===== config.mk =====
export PLATFORM = sky130hd
export DESIGN_NAME = rcpwm_relay_channel_pwm_driver
export DESIGN_NICKNAME = d
export VERILOG_FILES = /design/src/rcpwm_relay_channel_pwm_driver.v
export VERILOG_INCLUDE_DIRS = /design/src /design/src/src
export SDC_FILE = /design/constraint.sdc
export NUM_CORES = 1
export LEC_CHECK = 0
export ABC_CLOCK_PERIOD_IN_PS = 2850
export BUFFER_PORTS_ARGS = -buffer_cell sky130_fd_sc_hd__buf_2
export CORE_MARGIN = 5
export CORE_UTILIZATION = 60
export CTS_BUF_LIST = sky130_fd_sc_hd__clkbuf_8 sky130_fd_sc_hd__clkbuf_16
export DETAILED_ROUTE_END_ITERATION = 10
export GPL_ROUTABILITY_DRIVEN = 1
export GPL_TIMING_DRIVEN = 0
export PLACE_DENSITY = 0.85
export SLEW_MARGIN = 20
export SYNTH_ARGS = -nofsm -noshare
export SYNTH_HDL_FRONTEND = slang
export SYNTH_SLANG_ARGS = --single-unit

===== constraint.sdc =====
create_clock -name core_clk -period 2.85 [get_ports core_clk]
set_input_delay 0.285 -clock core_clk [delete_from_list [all_inputs] [get_ports core_clk]]
set_output_delay 0.285 -clock core_clk [all_outputs]
set_load 0.01 [all_outputs]

===== src/rcpwm_map.vh =====
`ifndef RCPWM_MAP_VH
`define RCPWM_MAP_VH
// ************************************************************
// Register word offsets (byte address = 4 * index)
// ************************************************************
`define RCPWM_REG_OUTPUTS  4'h0
`define RCPWM_REG_MODES    4'h1
`define RCPWM_REG_PHYS     4'h2
`define RCPWM_REG_STATUS   4'h3
`define RCPWM_REG_CHANSEL  4'h4
`define RCPWM_REG_PERIODS  4'h5
`define RCPWM_REG_TYPEID   4'h6
// ************************************************************
// Field positions
// ************************************************************
`define RCPWM_ST_STREAM    0
`define RCPWM_ST_LINK      1
`define RCPWM_ST_RESET     2
`define RCPWM_ST_MODERR    3
`define RCPWM_PER_ON_LSB   0
`define RCPWM_PER_OFF_LSB  8
// ************************************************************
// Reset values
// ************************************************************
`define RCPWM_RST_OUTPUTS  16'h0000
`define RCPWM_RST_MODES    16'h0000
`define RCPWM_RST_PERIOD   8'h00
// ************************************************************
// Timing
// ************************************************************
`define RCPWM_CLK_HZ       200000000
`define RCPWM_TICK_US      2000
`define RCPWM_TICK_CYC     ((`RCPWM_CLK_HZ / 1000000) * `RCPWM_TICK_US)
`define RCPWM_DEB_MS       10
`define RCPWM_DEB_TICKS    (`RCPWM_DEB_MS / 2)
`define RCPWM_TYPE_CODE    32'h0000a5c3  // Arbitrary type code
`endif


===== src/rcpwm_relay_channel_pwm_driver.v =====
`timescale 1ns/1ps
`include "rcpwm_map.vh"

module rcpwm_relay_channel_pwm_driver #(
	parameter [31:0] TICK_CYCLES = `RCPWM_TICK_CYC,   // Core clocks per 2 ms tick
	parameter [31:0] TYPE_CODE   = `RCPWM_TYPE_CODE   // Arbitrary type code
) (
	input  wire        core_clk,                 // 200 MHz clock
	input  wire        sys_rst,                  // Sync reset, high
	input  wire [5:0]  avs_address,              // Byte address
	input  wire        avs_read,                 // Read strobe
	input  wire        avs_write,                // Write strobe
	input  wire [31:0] avs_writedata,            // Write data
	input  wire [3:0]  avs_byteenable,           // Byte enables
	output reg  [31:0] avs_readdata,             // Read data
	output reg         avs_waitrequest,          // Wait request
	input  wire [15:0] relayMonitor,             // Raw physical channel states
	input  wire        driveStreamFault,         // Stream error pulse
	input  wire        linkErrorEvent,           // Link error pulse
	output reg  [15:0] relayDrive,               // Relay driver outputs
	output reg         moduleSpecificError       // Type-specific flag active
);

	// ************************************************************
	// Bus slave
	// ************************************************************
	// One wait cycle: request taken when waitrequest low.
	localparam [0:0] BUS_IDLE   = 1'b0;
	localparam [0:0] BUS_ANSWER = 1'b1;

	wire        busReq    = (avs_read | avs_write);
	wire        accept    = busReq & ~avs_waitrequest;
	wire        wrAcc     = accept & avs_write;
	wire [3:0]  wordIdx   = avs_address[5:2];
	wire        wrOutputs = wrAcc && (wordIdx == `RCPWM_REG_OUTPUTS);
	wire        wrModes   = wrAcc && (wordIdx == `RCPWM_REG_MODES);
	wire        wrStatus  = wrAcc && (wordIdx == `RCPWM_REG_STATUS);
	wire        wrChanSel = wrAcc && (wordIdx == `RCPWM_REG_CHANSEL);
	wire        wrPeriods = wrAcc && (wordIdx == `RCPWM_REG_PERIODS);
	wire [3:0]  statusClr = (wrStatus && avs_byteenable[0]) ? avs_writedata[3:0] : 4'h0;
	reg         busStateReg;
	reg         busStateNext;
	reg         resetSeenReg;
	reg         linkErrReg;
	reg         streamErrReg;
	reg  [15:0] outputsReg;
	reg  [15:0] modesReg;
	reg  [3:0]  chanSelReg;
	reg  [7:0]  onTimeMem  [0:15];
	reg  [7:0]  offTimeMem [0:15];
	reg  [15:0] physReg;
	reg  [31:0] readNext;

	always @* begin
		busStateNext = busStateReg;
		case (busStateReg)
			BUS_IDLE: begin
				if (busReq)
					busStateNext = BUS_ANSWER;
			end
			BUS_ANSWER: begin
				busStateNext = BUS_IDLE;
			end
			default: begin
				busStateNext = BUS_IDLE;
			end
		endcase
	end

	// Waitrequest taken from the next state keeps it a flop output.
	always @(posedge core_clk) begin
		if (sys_rst) begin
			busStateReg     <= BUS_IDLE;
			avs_waitrequest <= 1'b1;
		end else begin
			busStateReg     <= busStateNext;
			avs_waitrequest <= (busStateNext != BUS_ANSWER);
		end
	end

	always @* begin
		readNext = 32'h00000000;
		case (wordIdx)
			`RCPWM_REG_OUTPUTS: begin
				readNext[15:0] = outputsReg;
			end
			`RCPWM_REG_MODES: begin
				readNext[15:0] = modesReg;
			end
			`RCPWM_REG_PHYS: begin
				readNext[15:0] = physReg;
			end
			`RCPWM_REG_STATUS: begin
				readNext[`RCPWM_ST_STREAM] = streamErrReg;
				readNext[`RCPWM_ST_LINK]   = linkErrReg;
				readNext[`RCPWM_ST_RESET]  = resetSeenReg;
				readNext[`RCPWM_ST_MODERR] = streamErrReg;
			end
			`RCPWM_REG_CHANSEL: begin
				readNext[3:0] = chanSelReg;
			end
			`RCPWM_REG_PERIODS: begin
				readNext[`RCPWM_PER_ON_LSB+7:`RCPWM_PER_ON_LSB]   = onTimeMem[chanSelReg];
				readNext[`RCPWM_PER_OFF_LSB+7:`RCPWM_PER_OFF_LSB] = offTimeMem[chanSelReg];
			end
			`RCPWM_REG_TYPEID: begin
				readNext = TYPE_CODE;
			end
			default: begin
				readNext = 32'h00000000;
			end
		endcase
	end

	always @(posedge core_clk) begin
		if (sys_rst)
			avs_readdata <= 32'h00000000;
		else if (busReq & avs_waitrequest)
			avs_readdata <= readNext;
	end

	// ************************************************************
	// Control registers
	// ************************************************************
	// Byte lane 0 is channels 0-7, lane 1 channels 8-15.
	always @(posedge core_clk) begin
		if (sys_rst) begin
			outputsReg <= `RCPWM_RST_OUTPUTS;
		end else if (wrOutputs) begin
			if (avs_byteenable[0])
				outputsReg[7:0]  <= avs_writedata[7:0];
			if (avs_byteenable[1])
				outputsReg[15:8] <= avs_writedata[15:8];
		end
	end

	always @(posedge core_clk) begin
		if (sys_rst) begin
			modesReg <= `RCPWM_RST_MODES;
		end else if (wrModes) begin
			if (avs_byteenable[0])
				modesReg[7:0]  <= avs_writedata[7:0];
			if (avs_byteenable[1])
				modesReg[15:8] <= avs_writedata[15:8];
		end
	end

	always @(posedge core_clk) begin
		if (sys_rst)
			chanSelReg <= 4'h0;
		else if (wrChanSel && avs_byteenable[0])
			chanSelReg <= avs_writedata[3:0];
	end

	// Status flags: set wins over clear; writing one clears.
	always @(posedge core_clk) begin
		if (sys_rst)
			streamErrReg <= 1'b0;
		else if (driveStreamFault)
			streamErrReg <= 1'b1;
		else if (statusClr[`RCPWM_ST_STREAM])
			streamErrReg <= 1'b0;
	end

	always @(posedge core_clk) begin
		if (sys_rst)
			linkErrReg <= 1'b0;
		else if (linkErrorEvent)
			linkErrReg <= 1'b1;
		else if (statusClr[`RCPWM_ST_LINK])
			linkErrReg <= 1'b0;
	end

	always @(posedge core_clk) begin
		if (sys_rst)
			resetSeenReg <= 1'b1;
		else if (statusClr[`RCPWM_ST_RESET])
			resetSeenReg <= 1'b0;
	end

	always @(posedge core_clk) begin
		if (sys_rst)
			moduleSpecificError <= 1'b0;
		else
			moduleSpecificError <= streamErrReg;
	end

	// ************************************************************
	// Tick generator, 2 ms
	// ************************************************************
	reg  [31:0] tickCntReg;
	reg         tickReg;
	wire        tickWrap = (tickCntReg == TICK_CYCLES - 32'h00000001);
	always @(posedge core_clk) begin
		if (sys_rst) begin
			tickCntReg <= 32'h00000000;
			tickReg    <= 1'b0;
		end else if (tickWrap) begin
			tickCntReg <= 32'h00000000;
			tickReg    <= 1'b1;
		end else begin
			tickCntReg <= tickCntReg + 32'h00000001;
			tickReg    <= 1'b0;
		end
	end

	// ************************************************************
	// Per-channel period store, PWM and debounce
	// ************************************************************
	genvar ch;
	generate
		for (ch = 0; ch < 16; ch = ch + 1) begin : gChan
			reg       phaseOnReg;
			reg [7:0] phaseCntReg;
			reg [2:0] stableCntReg;
			reg       sampleReg;
			wire      perWr     = wrPeriods && (chanSelReg == ch);
			wire      onDone    = phaseOnReg && (phaseCntReg + 8'h01 >= onTimeMem[ch]);
			wire      offDone   = !phaseOnReg && (phaseCntReg + 8'h01 >= offTimeMem[ch]);
			wire      sameLevel = (relayMonitor[ch] == sampleReg);
			wire      settled   = sameLevel && (stableCntReg + 3'h1 >= `RCPWM_DEB_TICKS);
			wire      pwmLevel;

			always @(posedge core_clk) begin
				if (sys_rst) begin
					onTimeMem[ch]  <= `RCPWM_RST_PERIOD;
					offTimeMem[ch] <= `RCPWM_RST_PERIOD;
				end else if (perWr) begin
					if (avs_byteenable[0])
						onTimeMem[ch] <= avs_writedata[`RCPWM_PER_ON_LSB+7:`RCPWM_PER_ON_LSB];
					if (avs_byteenable[1])
						offTimeMem[ch] <= avs_writedata[`RCPWM_PER_OFF_LSB+7:`RCPWM_PER_OFF_LSB];
				end
			end

			// Zero-length phase still lasts one tick; both zero holds inactive.
			always @(posedge core_clk) begin
				if (sys_rst || !modesReg[ch]) begin
					phaseOnReg  <= 1'b1;
					phaseCntReg <= 8'h00;
				end else if (tickReg) begin
					if (onDone) begin
						phaseOnReg  <= 1'b0;
						phaseCntReg <= 8'h00;
					end else if (offDone) begin
						phaseOnReg  <= 1'b1;
						phaseCntReg <= 8'h00;
					end else
						phaseCntReg <= phaseCntReg + 8'h01;
				end
			end
			// Off count of zero keeps the channel on through the off phase.
			assign pwmLevel = (onTimeMem[ch] != 8'h00) && (phaseOnReg || offTimeMem[ch] == 8'h00);

			always @(posedge core_clk) begin
				if (sys_rst)
					relayDrive[ch] <= 1'b0;
				else
					relayDrive[ch] <= modesReg[ch] ? pwmLevel : outputsReg[ch];
			end

			// New level reported after 5 equal 2 ms samples.
			always @(posedge core_clk) begin
				if (sys_rst)
					sampleReg <= 1'b0;
				else if (tickReg)
					sampleReg <= relayMonitor[ch];
			end

			always @(posedge core_clk) begin
				if (sys_rst)
					stableCntReg <= 3'h0;
				else if (tickReg && !sameLevel)
					stableCntReg <= 3'h1;
				else if (tickReg && stableCntReg < `RCPWM_DEB_TICKS)
					stableCntReg <= stableCntReg + 3'h1;
			end

			always @(posedge core_clk) begin
				if (sys_rst)
					physReg[ch] <= 1'b0;
				else if (tickReg && settled)
					physReg[ch] <= sampleReg;
			end
		end
	endgenerate

endmodule

==> metrics.md <==
| Metric | Value |
|---|---|
| Combinational share of power | 5.2% |
| First-pass GRT wire length | 169,400 µm |
| Syn_area_per_cell | 9.602 µm² |
| PD cells | around 460 mW/mm² |
| Netlist cell types | slightly below 70 |
| Share of post-route cells with drive strength above 1 | a little over a tenth |
| Total GRT Usage | approximately a third |
| Post-synthesis sequential area ratio | about 40% |
| Clk buf depth | 3 |
| Adder-Cell Fraction of Synth Area | between 10% and 20% |
| Critical Path End Type | register |
| Number of H-tree levels | 3 |
| Commonest non-fill, non-tap cell in the layout | and2_1 |
| Outcome | finished, violations left |
| FMAX | about 340 MHz |
| Largest net degree at the start of global routing | 15 |
| DRT Pass-1 Iters | 6 |
| CTS Buf Count | 67 |
| IO buf count | 71 |
| Final HPWL DP | 83,340 µm |
| Compound-Gate Fraction of Synth Area | between 10% and 20% |
| Reg power frac | about half |
| Row count | a little under 90 |
| Pins over their slew limit | 0 |
| Core area | 0.05902 mm² |
| GPL Wtd Cong | roughly 1.1 |
| CTS Root Cell | clkbuf_16 |
| Final Hold Viols | 0 |
| Startpoint Class | register |
| CTS tree | yes |
| Type of the worst min-delay path | input port to register |
| Fin cells | 4,740 |
| Synthesis-to-finish area growth | 11.99% |
| Ys async rst share | 0% |
| CP arrival | approximately 3.4 ns |
| Clock latency on the worst-skew pair | approximately 0.6 ns |
| Sw Ratio | 24.11% |
| Mux cell area share after synthesis | under 10% |
| Worst setup path class | register to register |
| GRT overflow | 0 |
| Period utilization | 103.3% |
| Initial antenna violation count | 7 |
| Vias | 30,527 |
| P_leak | between 15 and 20 nW |
| Setup Skew | about 0.023 ns |
| DR WL/cell | approximately 24 µm |
| Layout Nets | roughly 4,300 |
| Most used cells in the layout excluding fill and tap cells | 321 x and2_1, 317 x inv_1, 312 x dfxtp_1 |
| Xor-xnor portion of the synthesized cell area | around 4.1% |
| Die Span X | roughly 250 µm |
| VDD IR max | 0.5189 mV |
| IO Count | around 110 |
| Post-route worst setup slack | -0.09432 ns |
| Fill cell count | between 4,000 and 5,000 |
| Worst-Margin Slew | approximately 1.2 ns |
| # clock sinks | 591 |
| Most used flip-flop cell after synthesis | dfxtp_1 |
| Switching Power | 0.004456 W |
| Final min period | 2.944 ns |
| Synth warnings | 0 |
| Vias in the first global route | 29,022 |
| WL final | 113,900 µm |
| Max_cap viols | 0 |
| Clock power share | 45.2% |
| Placed insts | 4,583 |
| Initial DRC count | roughly 3,900 |
| Routed Antenna Nets | 0 |
| Slew HR | ~22% |
| Drt drc | 0 |
| Die area | ~0.065 mm² |
| Post-DR vias/cell | approximately 6.4 |
| Crit Path Max Fanout | 10 |
| Number of setup violations in the final report | 9 |
| #FFs+latches synth | roughly 590 |
| Post-Synth Simple-Gate Area | between 10% and 20% |
| Netlist Area Pre-Place | about 0.036 mm² |
| Worst EP required | approximately 3.3 ns |
| Initial Util | about 61% |
| Largest family of logic cells by synthesized area | simple AND/OR/NAND/NOR gates |
| Failing checks | negative setup slack |
| Post-Synthesis Cells | 3,723 |
| Setup TNS | -0.2835 ns |
| Die Ht | 254.1 µm |
| Clk slew on worst S/H paths | approximately 0.060 ns |
| Post-synth EDFFs | around 260 |
| Cell-internal power | 0.01403 W |
==> final cells by class <==
class	count	area (µm²)	share of cell area, %
inverter	303	1137	2.841
timing repair buffer	106	668.1	1.669
sequential	591	14430	36.05
tap	773	967.2	2.416
clock inverter	46	269.0	0.6720
buffer	156	809.5	2.022
antenna	2	5.005	0.01250
multi-input combinational	2688	19930	49.77
clock buffer	75	1821	4.548
==> cell families after synthesis <==
| family | Yosys count |
|---|---|
| simple gates | 1335 |
| mux | 170 |
| compound gates | 694 |
| xor+xnor | 168 |
| fa+ha+maj | 305 |
| other cells | 1 |
| buf+inv | 459 |
| flops | 591 |
==> worst paths after layout <==
path | startpoint | slack, ns | to | cells after the start
min | avs_write | 0.02 | busStateReg | 3
min reg2reg | busStateReg | 0.41 | busStateReg | 1
max | register | -0.09 | avs_readdata[10] | 7
max reg2reg | register | -0.09 | avs_readdata[10] | 7
==> cell usage after synthesis, types with 13 or more instances <==
cell type / number / share of area, %
xor2_1: 96 / 2.4
buf_1: 13 / 0.14
mux4_2: 36 / 2.3
mux2i_1: 101 / 2.8
a21o_1: 25 / 0.53
nor4_1: 75 / 1.3
clkbuf_1: 89 / 0.93
inv_1: 303 / 3.2
edfxtp_1: 256 / 22
nor3_1: 36 / 0.50
nand2b_1: 60 / 1.1
a21oi_1: 184 / 2.6
nand3_1: 102 / 1.4
and2_1: 323 / 5.7
a211o_1: 32 / 0.78
a2111oi_0: 18 / 0.44
a211oi_1: 21 / 0.44
buf_4: 20 / 0.42
a31oi_1: 16 / 0.28
ha_1: 305 / 11
o21ai_0: 144 / 2.0
dfxtp_1: 335 / 19
nand2_1: 259 / 2.7
o21a_1: 18 / 0.38
nand4_1: 48 / 0.84
o2bb2ai_1: 13 / 0.32
buf_2: 24 / 0.34
o22ai_1: 13 / 0.23
xnor2_1: 72 / 1.8
and3_1: 35 / 0.61
mux4_1: 31 / 2.3
o21bai_1: 41 / 0.86
nor2_1: 273 / 2.9
a21boi_0: 48 / 1.0
or2_2: 27 / 0.47
o211ai_1: 24 / 0.50
a22oi_1: 30 / 0.63
nor2b_1: 59 / 1.0
==> sequential cells by signal (all words and copies together) (netlist names), 32 cells and up, named ones only <==
name,flops
gChan.stableCntReg,48
tickCntReg,32
onTimeMem,128
gChan.phaseCntReg,128
offTimeMem,128
==> metrics by stage <==
stage | util [%] | total power, W | worst slack, ns | instance area (µm²) | hold WS [ns]
final | 67.83 | 0.01848 | -0.09432 | 40030 | 0.01790
after global routing | 67.82 | 0.01889 | -0.1087 | 40030 | 0.04410
after CTS | 66.99 | 0.01841 | -0.1936 | 39540 | 0.0009069
after detailed placement | 62.93 | 0.01021 | -0.5581 | 37140 | 0.4022
after global placement | 62.90 | 0.01018 | -0.5363 | 37130 | 0.3963
after floorplan | - | 0.009748 | 0.2644 | 35800 | 0.3878
==> repair_timing <==
item / CTS / global route
endpoints found under the hold margin: 17 / 0
pin swaps: 6 / 22
buffers inserted: 3 / 14
hold buffers: 17 / 0
resized for setup: 38 / 101
setup endpoints to repair: 251 / 219
==> power groups by stage <==
stage	Combinational [W]	Clock (W)	Sequential (W)
after floorplan	0.000536	0	0.00921
after global placement	0.000856	0	0.00932
after detailed placement	0.000881	0	0.00932
after CTS	0.000914	0.00835	0.00914
after global routing	0.00102	0.00871	0.00915
final	0.000968	0.00835	0.00916
==> metal layers <==
metal / global-route usage (%) / up-vias / wire [µm] / share of wire (%)
met5: 0 / - / 171 / 0.15
met4: 19.15 / 10 / 7856 / 6.9
met3: 9.682 / 474 / 15460 / 14
met2: 52.29 / 2030 / 49230 / 43
met1: 43.63 / 14394 / 41140 / 36
li1: - / 13619 / - / -
==> critical path, cell delays in order, from the launching register on <==
cell,delay (ns)
dfxtp_1,0.45
buf_2,0.39
buf_2,0.45
mux4_1,0.41
mux2i_1,0.45
o22ai_1,0.28
a211oi_1,0.27
nor3_1,0.08
Power figures use the tool's default switching activity.
